==> src/cdc_pkg.sv <==
// Purpose: Shared constants and types for the clock divisor control block
// Assumes: 32-bit AXI4-Lite register bus, 16-bit control register in low bits
// Notes: Field positions follow the control register layout
package cdc_pkg;

  // ---------------------------------------------------------------
  // Register map
  // ---------------------------------------------------------------
  localparam logic [3:0] CDC_OFS_CTRL = 4'h0;
  localparam logic [3:0] CDC_OFS_STAT = 4'h4;

  // ---------------------------------------------------------------
  // Field positions
  // ---------------------------------------------------------------
  localparam int CDC_POS_ROI = 15;
  localparam int CDC_POS_RED_HI = 14;
  localparam int CDC_POS_RED_LO = 12;
  localparam int CDC_POS_EN = 11;
  localparam int CDC_POS_RC_HI = 10;
  localparam int CDC_POS_RC_LO = 8;
  localparam int CDC_POS_PLLO_HI = 7;
  localparam int CDC_POS_PLLO_LO = 6;
  localparam int CDC_POS_PRE_HI = 4;
  localparam int CDC_POS_PRE_LO = 0;

  // ---------------------------------------------------------------
  // Reset values and codes
  // ---------------------------------------------------------------
  localparam logic [2:0] CDC_RST_RED = 3'h3;
  localparam logic [2:0] CDC_RST_RC = 3'h0;
  localparam logic [1:0] CDC_RST_PLLO = 2'h1;
  localparam logic [4:0] CDC_RST_PRE = 5'h00;
  localparam logic [2:0] CDC_RED_DIV1 = 3'h0;
  localparam logic [1:0] CDC_PLLO_RSVD = 2'h2;
  localparam logic [1:0] CDC_AXI_OKAY = 2'h0;
  localparam logic [1:0] CDC_AXI_SLVERR = 2'h2;

  // ---------------------------------------------------------------
  // Types
  // ---------------------------------------------------------------
  typedef struct packed {
    logic recover_on_interrupt;
    logic [2:0] processor_clock_reduction_select;
    logic reduced_clock_enable;
    logic [2:0] rc_oscillator_postscaler;
    logic [1:0] pll_output_divider;
    logic [4:0] pll_input_prescaler;
  } cdc_ctrl_t;

  typedef struct packed {
    logic [8:0] rc_div;
    logic [7:0] cpu_div;
    logic [3:0] pll_div;
  } cdc_ratio_t;

  typedef enum logic [1:0] {
    CDC_W_IDLE,
    CDC_W_RESP
  } cdc_wstate_t;

endpackage

==> src/cdc_ratio_reg.sv <==
// Purpose: Registered decode of control fields into division ratios
// Assumes: Fields come from the control register
// Notes: Outputs lag the fields by one clock
`timescale 1ns/10ps
module cdc_ratio_reg (
  input wire logic aclk,
  input wire logic aresetn,
  input wire logic ce,
  input wire cdc_pkg::cdc_ctrl_t ctrl,
  output cdc_pkg::cdc_ratio_t ratio
);
  import cdc_pkg::*;

  cdc_ratio_t ratio_reg;
  cdc_ratio_t ratio_next;

  function automatic logic [8:0] pow2_9(input logic [2:0] code);
    // 111 means 256, skipping 128
    if (code == 3'h7) begin
      pow2_9 = 9'h100;
    end else begin
      pow2_9 = 9'(1) << code;
    end
  endfunction

  always_comb begin
    ratio_next = ratio_reg;
    ratio_next.rc_div = pow2_9(ctrl.rc_oscillator_postscaler);
    // Ratio forced to 1 while reduction is off
    if (ctrl.reduced_clock_enable) begin
      ratio_next.cpu_div = 8'(1) << ctrl.processor_clock_reduction_select;
    end else begin
      ratio_next.cpu_div = 8'h01;
    end
    case (ctrl.pll_output_divider)
      2'h0: ratio_next.pll_div = 4'h2;
      2'h1: ratio_next.pll_div = 4'h4;
      2'h3: ratio_next.pll_div = 4'h8;
      default: ratio_next.pll_div = 4'h0;
    endcase
  end

  always_ff @(posedge aclk) begin
    if (!aresetn) begin
      ratio_reg <= '0;
    end else if (ce) begin
      ratio_reg <= ratio_next;
    end
  end

  assign ratio = ratio_reg;
endmodule

==> src/cdc_top.sv <==
// Purpose: Clock divisor control register with AXI4-Lite access
// Assumes: Interrupt input is a synchronous level or pulse on aclk
// Notes: Control register at 0x0, status at 0x4, others answer SLVERR
//
// The AXI4-Lite register port and the register addresses are this design's own decisions.
`timescale 1ns/10ps

// Functional notes
// - With recover set, an interrupt clears reduced clock enable; otherwise unchanged.
// - Reduction field picks CPU divide 1..128; reset value 011 means divide by 8.
// - Setting reduced clock enable is ignored while reduction field is 000.
// - RC postscaler field divides RC oscillator by 1,2,4,8,16,32,64,256.
// - PLL output divider: 00 by 2, 01 by 4, 11 by 8, 10 reserved.
module cdc_top (
  input wire logic aclk,
  input wire logic aresetn,
  input wire logic ce,
  input wire logic irq_event,
  input wire logic [3:0] s_axi_awaddr,
  input wire logic s_axi_awvalid,
  output logic s_axi_awready,
  input wire logic [31:0] s_axi_wdata,
  input wire logic [3:0] s_axi_wstrb,
  input wire logic s_axi_wvalid,
  output logic s_axi_wready,
  output logic [1:0] s_axi_bresp,
  output logic s_axi_bvalid,
  input wire logic s_axi_bready,
  input wire logic [3:0] s_axi_araddr,
  input wire logic s_axi_arvalid,
  output logic s_axi_arready,
  output logic [31:0] s_axi_rdata,
  output logic [1:0] s_axi_rresp,
  output logic s_axi_rvalid,
  input wire logic s_axi_rready,
  output cdc_pkg::cdc_ctrl_t ctrl,
  output cdc_pkg::cdc_ratio_t ratio,
  output logic [2:0] cpu_clock_reduction_select
);
  import cdc_pkg::*;

  // ---------------------------------------------------------------
  // State
  // ---------------------------------------------------------------
  typedef struct packed {
    cdc_ctrl_t ctrl;
    logic aw_held;
    logic [3:0] awaddr;
    logic w_held;
    logic [31:0] wdata;
    logic [3:0] wstrb;
    cdc_wstate_t wst;
    logic [1:0] bresp;
    logic rvalid;
    logic [31:0] rdata;
    logic [1:0] rresp;
    logic rsvd_seen;
  } cdc_state_t;

  cdc_state_t st_reg;
  cdc_state_t st_next;

  function automatic logic [15:0] ctrl_word(input cdc_ctrl_t c);
    ctrl_word = {c.recover_on_interrupt, c.processor_clock_reduction_select,
                 c.reduced_clock_enable, c.rc_oscillator_postscaler,
                 c.pll_output_divider, 1'b0, c.pll_input_prescaler};
  endfunction

  function automatic logic [15:0] merge16(input logic [15:0] old_v,
                                          input logic [31:0] d,
                                          input logic [3:0] be);
    merge16 = old_v;
    if (be[0]) begin
      merge16[7:0] = d[7:0];
    end
    if (be[1]) begin
      merge16[15:8] = d[15:8];
    end
  endfunction

  localparam cdc_ctrl_t CDC_CTRL_RST = '{
    recover_on_interrupt: 1'b0,
    processor_clock_reduction_select: CDC_RST_RED,
    reduced_clock_enable: 1'b0,
    rc_oscillator_postscaler: CDC_RST_RC,
    pll_output_divider: CDC_RST_PLLO,
    pll_input_prescaler: CDC_RST_PRE
  };

  logic [15:0] cur_w;
  logic [15:0] new_w;
  logic [2:0] red_req;
  logic en_req;
  logic do_write;

  // ---------------------------------------------------------------
  // Next state
  // ---------------------------------------------------------------
  always_comb begin
    st_next = st_reg;
    cur_w = ctrl_word(st_reg.ctrl);
    new_w = merge16(cur_w, st_reg.wdata, st_reg.wstrb);
    red_req = new_w[CDC_POS_RED_HI:CDC_POS_RED_LO];
    en_req = new_w[CDC_POS_EN];
    do_write = 1'b0;

    // Capture address and data independently
    if (s_axi_awvalid && !st_reg.aw_held && st_reg.wst == CDC_W_IDLE) begin
      st_next.aw_held = 1'b1;
      st_next.awaddr = s_axi_awaddr;
    end
    if (s_axi_wvalid && !st_reg.w_held && st_reg.wst == CDC_W_IDLE) begin
      st_next.w_held = 1'b1;
      st_next.wdata = s_axi_wdata;
      st_next.wstrb = s_axi_wstrb;
    end

    case (st_reg.wst)
      CDC_W_IDLE: begin
        if (st_reg.aw_held && st_reg.w_held) begin
          st_next.aw_held = 1'b0;
          st_next.w_held = 1'b0;
          st_next.wst = CDC_W_RESP;
          if (st_reg.awaddr[3:2] == CDC_OFS_CTRL[3:2]) begin
            do_write = 1'b1;
            st_next.bresp = CDC_AXI_OKAY;
          end else if (st_reg.awaddr[3:2] == CDC_OFS_STAT[3:2]) begin
            st_next.bresp = CDC_AXI_OKAY;
          end else begin
            st_next.bresp = CDC_AXI_SLVERR;
          end
        end
      end
      CDC_W_RESP: begin
        if (s_axi_bready) begin
          st_next.wst = CDC_W_IDLE;
        end
      end
      default: begin
        st_next.wst = CDC_W_IDLE;
      end
    endcase

    if (do_write) begin
      st_next.ctrl.recover_on_interrupt = new_w[CDC_POS_ROI];
      st_next.ctrl.rc_oscillator_postscaler = new_w[CDC_POS_RC_HI:CDC_POS_RC_LO];
      st_next.ctrl.pll_input_prescaler = new_w[CDC_POS_PRE_HI:CDC_POS_PRE_LO];
      // Reserved divider code kept out of the register
      if (new_w[CDC_POS_PLLO_HI:CDC_POS_PLLO_LO] != CDC_PLLO_RSVD) begin
        st_next.ctrl.pll_output_divider = new_w[CDC_POS_PLLO_HI:CDC_POS_PLLO_LO];
      end else begin
        st_next.rsvd_seen = 1'b1;
      end
      // Field frozen while reduction is active
      if (!st_reg.ctrl.reduced_clock_enable) begin
        st_next.ctrl.processor_clock_reduction_select = red_req;
      end
      if (!en_req) begin
        st_next.ctrl.reduced_clock_enable = 1'b0;
      end else if (st_next.ctrl.processor_clock_reduction_select != CDC_RED_DIV1) begin
        st_next.ctrl.reduced_clock_enable = 1'b1;
      end
    end

    // Interrupt wins over a same-cycle write
    if (irq_event && st_reg.ctrl.recover_on_interrupt) begin
      st_next.ctrl.reduced_clock_enable = 1'b0;
    end

    // Read channel
    if (st_reg.rvalid) begin
      if (s_axi_rready) begin
        st_next.rvalid = 1'b0;
      end
    end else if (s_axi_arvalid) begin
      st_next.rvalid = 1'b1;
      st_next.rresp = CDC_AXI_OKAY;
      if (s_axi_araddr[3:2] == CDC_OFS_CTRL[3:2]) begin
        st_next.rdata = {16'h0000, cur_w};
      end else if (s_axi_araddr[3:2] == CDC_OFS_STAT[3:2]) begin
        st_next.rdata = {31'h0000_0000, st_reg.rsvd_seen};
        // A reserved code landing in the same cycle stays flagged
        st_next.rsvd_seen = do_write &&
                            new_w[CDC_POS_PLLO_HI:CDC_POS_PLLO_LO] == CDC_PLLO_RSVD;
      end else begin
        st_next.rdata = 32'h0000_0000;
        st_next.rresp = CDC_AXI_SLVERR;
      end
    end
  end

  always_ff @(posedge aclk) begin
    if (!aresetn) begin
      st_reg <= '0;
      st_reg.ctrl <= CDC_CTRL_RST;
    end else if (ce) begin
      st_reg <= st_next;
    end
  end

  // ---------------------------------------------------------------
  // Outputs
  // ---------------------------------------------------------------
  assign s_axi_awready = ce && !st_reg.aw_held && st_reg.wst == CDC_W_IDLE;
  assign s_axi_wready = ce && !st_reg.w_held && st_reg.wst == CDC_W_IDLE;
  assign s_axi_bvalid = st_reg.wst == CDC_W_RESP;
  assign s_axi_bresp = st_reg.bresp;
  assign s_axi_arready = ce && !st_reg.rvalid;
  assign s_axi_rvalid = st_reg.rvalid;
  assign s_axi_rdata = st_reg.rdata;
  assign s_axi_rresp = st_reg.rresp;
  assign ctrl = st_reg.ctrl;
  assign cpu_clock_reduction_select = st_reg.ctrl.processor_clock_reduction_select;

  cdc_ratio_reg u_ratio (
    .aclk(aclk),
    .aresetn(aresetn),
    .ce(ce),
    .ctrl(st_reg.ctrl),
    .ratio(ratio)
  );
endmodule

==> config.mk <==
export PLATFORM = sky130hd
export DESIGN_NAME = cdc_top
export DESIGN_NICKNAME = d
export VERILOG_FILES = /design/src/cdc_pkg.sv /design/src/cdc_ratio_reg.sv /design/src/cdc_top.sv
export SDC_FILE = /design/constraint.sdc
export NUM_CORES = 1
export LEC_CHECK = 0
export BUFFER_PORTS_ARGS = -buffer_cell sky130_fd_sc_hd__buf_2
export CAP_MARGIN = 20
export CORE_AREA = 8 8 98 100
export DETAILED_ROUTE_END_ITERATION = 6
export DIE_AREA = 0 0 106 108
export PLACE_DENSITY = 0.75
export SYNTH_ARGS = -nofsm -noshare
export SYNTH_HDL_FRONTEND = slang
export SYNTH_SLANG_ARGS = --single-unit
export TNS_END_PERCENT = 50
==> constraint.sdc <==
create_clock -name aclk -period 1.5 [get_ports aclk]
set_clock_uncertainty 0.2 [all_clocks]
set_input_delay 0.3 -clock aclk [delete_from_list [all_inputs] [get_ports aclk]]
set_output_delay 0.3 -clock aclk [all_outputs]
set_load 0.01 [all_outputs]
== After elaboration in Yosys (flattened, before gate mapping) ==
Index checks and enable logic that the tools add are counted.

* Flip-flop bits (word level): 102
* Latch bits: 0
* RAM bits: 0
* ROM bits: 0
* Bits of input ports: 53
* Output and inout port bits: 80
* Logic and storage cells: 102
* Memories kept: 0

* Add/sub/neg operators: 0
* $mul: 0
* Div/mod/pow operators: 0
* Order comparisons: 0
* Equality and inequality tests: 11
* Shift operators: 2
* Muxes and demuxes: 37
* Bitwise logic cells: 1
* Reduce and logical (&&, ||, !) cells: 31

{| class="wikitable"
|+ Operators by type and width
! cell !! count
|-
| $mux W37 || 1
|-
| $mux W36 || 1
|-
| $reduce_and A3 Y1 || 7
|-
| $mux W1 || 17
|-
| $mux W16 || 1
|-
| $mux W8 || 2
|-
| $logic_and A1 B1 Y1 || 12
|-
| $pmux W4 S3 || 1
|-
| $mux W11 || 1
|-
| $mux W2 || 5
|-
| $mux W3 || 3
|-
| $mux W9 || 1
|-
| $shl A1 B3 Y9 const A || 1
|-
| $eq A2 B1 Y1 const B || 4
|-
| $logic_not A2 Y1 || 4
|-
| $shl A1 B3 Y8 const A || 1
|-
| $mux W7 || 1
|-
| $reduce_and A2 Y1 || 3
|-
| $mux W5 || 1
|-
| $eq A2 B2 Y1 const B || 2
|-
| $mux W4 || 1
|-
| $ne A2 B1 Y1 const B || 2
|-
| $pmux W2 S2 || 1
|-
| $eq A3 B3 Y1 const B || 1
|-
| other kinds (6) || 8
|}

== Depth between registers and ports, before layout ==
* Depth after elaboration: 10
* Gate-level depth with buffers: 6
* Gate-level depth less buffers: 3

== Modules after synthesis ==
From an unflattened synthesis, not the netlist that was laid out.

* Cells, all modules: 395
* Area total of the unflattened synthesis: 3,463.3 um^2

{| class="wikitable"
|+ Modules (own cells, without submodules)
! module !! instances !! cells each !! area an instance (um^2) !! sequential area each (um^2)
|-
| cdc_top || 1 || 312 || 2,666.3 || 1,121.1
|-
| cdc_ratio_reg || 1 || 83 || 797.0 || 380.4
|}

== Least setup slack after synthesis ==
No wires, ideal clock.

* Kind: register -> register
* Start: reg ctrl[10] (netlist name)
* End: reg cpu_clock_reduction_select[0] (netlist name)
* Setup time: 0.136 ns
* Arrival: 1.179 ns
* Data required time: 1.164 ns
* Slack: -0.015 ns
* Stages on the path, launching flop included: 5
* Buffers on the path: 1
* Period minus slack after synthesis: 1.515 ns
* Path through: dfxtp_1 buf_6 or4b_1 o21ai_0 nand3_1

* Cells in the longest elaborated chain, start to end: 2

{| class="wikitable"
|+ Ends and longest elaborated chain
! element !! RTL line !! source
|-
| $mux W3 || cdc_top.sv:155 || <nowiki>if (!st_reg.ctrl.reduced_clock_enable) begin</nowiki>
|-
| $mux W3 || cdc_top.sv:144 || <nowiki>if (do_write) begin</nowiki>
|}

Every way passes these cells. The select of a mux whose other input is x is not followed.
A chain may end at the register's enable or synchronous reset.

== Final worst setup path ==
* Start: reg st_reg[38] in the netlist's numbering
* End: out s_axi_wready

* Cells in the longest elaborated chain, start to end: 2

{| class="wikitable"
|+ Ends and longest elaborated chain
! element !! RTL line !! source
|-
| start: declaration || cdc_top.sv:60 || <nowiki>cdc_state_t st_reg;</nowiki>
|-
| start signal: assignment || cdc_top.sv:197 || <nowiki>st_reg <= st_next;</nowiki>
|-
| $logic_not A2 Y1 || cdc_top.sv:205 || <nowiki>assign s_axi_wready = ce && !st_reg.w_held && st_reg.wst == CDC_W_IDLE;</nowiki>
|-
| $logic_and A1 B1 Y1 || cdc_top.sv:205 ||
|-
| end: declaration || cdc_top.sv:25 || <nowiki>output logic s_axi_wready,</nowiki>
|}

Every way passes these cells.

==> reports/metrics.cfg <==
[synthesis]
synthFlopType=dfxtp_1
synth-async-reset-ratio=0
syn_area_per_cell_sq_um=8.373
synth_area_sq_mm=0.003483
ys_seq_elements=75
synth_edf_count=0
ys_warn_count=0
seq_area_frac_synth=0.4310
ys_types=51
synth_cells=416

[detailed_routing]
viasPerCell=4.994
wirelength_mm=9.629
wl_per_cell_um=15.48
route.detailed.drc=0
vias=3106
detail-route-antenna-nets=0
first_pass_iters=4
drt_iter0_drc=182

[global_route]
overflow=0
grtUsageMet1=0.1802
antenna_found_initial=0
busiest_layer=met2
grt_pass1_vias=2996
grt_max_degree=23
gr-usage-met2=0.2542
grt_first_pass_wirelength_mm=14.39
use_met3=0.04640
track_usage=0.1545

[final_layout]
fin_area_sq_mm=0.004563
nets=564
final_common_cell=buf_2
syn_to_final_growth_pct=31.00
drive_above_1_share=0.3915
final_cell_mix=buf_2 (84), nand2_1 (78), dfxtp_1 (64), a21oi_1 (38), buf_4 (36)
largest_register_ffs=23
final_core_util=0.5667

[die]
start_util=0.4326
die_area_sq_mm=0.01145
rows=33
dieHeight_um=108
die_w_um=106
core_area_sq_mm=0.008051
ios=133

[timing]
finalSetupViolations=32
setup_ws_ps=-121.3
post-route-min-period_ps=1621
hold_viol=0
slew_violations=0
max_freq_ghz=0.6168
rsz0062_at_grt=yes
finalCritPeriodShare=1.081

[worst_setup_path]
crit_path_end_kind=output port
critPathKind=flop to output port
ff2ff_path_depth=6
r2r_end=st_reg[40]
start_kind=flop
crit_required_ps=1000
r2r_slack_ps=-100
cp_top_family=flip-flops
worst-path-max-fanout=2
slowest_stage=dfxtp_2
worstPathArrival_ps=1120
r2r_start=st_reg[38]
crit_path_max_incr_delay_ps=330
worst-path-buf-inv=2
crit_chain=buf_6 -> nand2b_4 -> nor2_1 -> buf_2

[clock_network]
clock_sinks=75
clk_pin_slew_ps=80
cts_tree=done
numCtsBuffers=9
cts_max_level=3
cts_root_buf=clkbuf_8
worstSkewPairLatency_ps=340
clockBufferDepth=2

[run_status]
violations=setup timing
status=complete, but fails checks

[placed_design]
routabilityCongestion=0.8595
place_area_sq_mm=0.003890
hpwl_mm=6.589
place_ws_ps=-57.18
io_buffers=88

[hold_path]
min_to=st_reg[57]
hold_depth=3
hold_start=s_axi_wdata[13]
hp-class=primary input to flop

[power]
internal_power_w=0.003262
swShare=0.2381
powerDensity_mw_per_mm2=938.2
p_comb_frac=0.108
p_clk_frac=0.410
seqPwrFrac=0.481
switchingPower_w=0.001019
power.leakage_nw=1.907
worst_ir_drop_vdd_mv=0.5109

[run]
max_cap_viol_count=0

logic make-up (layout without fill, tap and decap cells):
group,after synthesis,in the layout,synth area share
simple gates,164,164,0.2346
buf+inv,91,171,0.1746
flops,75,75,0.4310
compound gates,69,69,0.1128
mux,16,16,0.04598
other cells,1,22,0.001077
worst register-to-register path, delay by kind of cell (launching register included):
family                 cells  cell delay [ps]
AOI/OAI and AO/OA          1              120
buffers and inverters      3              410
DFF                        1              330
and+or+nand+nor            2              470
metal layers:
metal  vias up  wire length, um
met3        11              544
met1      1488             4128
met4         0              149
met5         -                0
li1       1519                -
met2        88             4806
metrics by stage:
stage | instances | total power (W) | hold WS [ps] | TNS [ps]
2_1_floorplan | 436 | 0.002357 | 232.2 | -29.72
3_3_place_gp | 584 | 0.002473 | 237.7 | -201.6
3_5_place_dp | 584 | 0.002482 | 244.4 | -423.4
4_1_cts | 617 | 0.004252 | 2.126 | -851.4
5_1_grt | 621 | 0.004436 | 2.389 | -3772
6_report | 622 | 0.004281 | 7.826 | -1757
cell type report:
cell class              count  area (sq um)
clock buffers              11         151.4
well taps                 105         131.4
multi-input cells         270          1602
diodes                      1         2.502
fillers                   700          3488
clock inverters             5         75.07
flip-flops and latches     75          1523
inverters                   4         18.77
repair buffers            151          1060
cell usage after synthesis (5+ instances only):
cell type / instances / area [sq um]
clkbuf_1: 11 / 41.29
nor2_1: 18 / 67.56
buf_2: 9 / 45.04
nand4_1: 6 / 37.54
o21ai_0: 5 / 25.02
nand3_1: 22 / 110.1
mux2i_1: 16 / 160.2
buf_6: 5 / 56.30
dfxtp_1: 75 / 1501
buf_4: 57 / 427.9
nand2_1: 83 / 311.6
a21oi_1: 49 / 245.2
repair_timing:
item,CTS,global route
setup buffers,2,2
pin swaps,1,17
cloned,0,1
gates resized for setup,18,45
hold endpoints to repair,15,1
hold buffers,15,1
endpoints found under the setup margin,18,46
worst max path at each step:
stage                           from                            end  cells past startpoint
after floorplan             ctrl[10]  cpu_clock_reduction_select[0]                      4
after global placement            ce                       ctrl[10]                      5
after detailed placement          ce                        ctrl[6]                      5
after CTS                 st_reg[38]                   s_axi_wready                      4
after global routing      st_reg[38]                   s_axi_wready                      4
final                     st_reg[38]                   s_axi_wready                      4
power groups by stage:
stage / sequential (W) / clock [W] / combinational [W]
2_1_floorplan: 0.00211 / 0 / 0.000251
3_3_place_gp: 0.00211 / 0 / 0.000367
3_5_place_dp: 0.00211 / 0 / 0.000373
4_1_cts: 0.00206 / 0.00178 / 0.000411
5_1_grt: 0.00206 / 0.00187 / 0.000503
6_report: 0.00206 / 0.00176 / 0.000464
(Power assumes the default switching activity.)
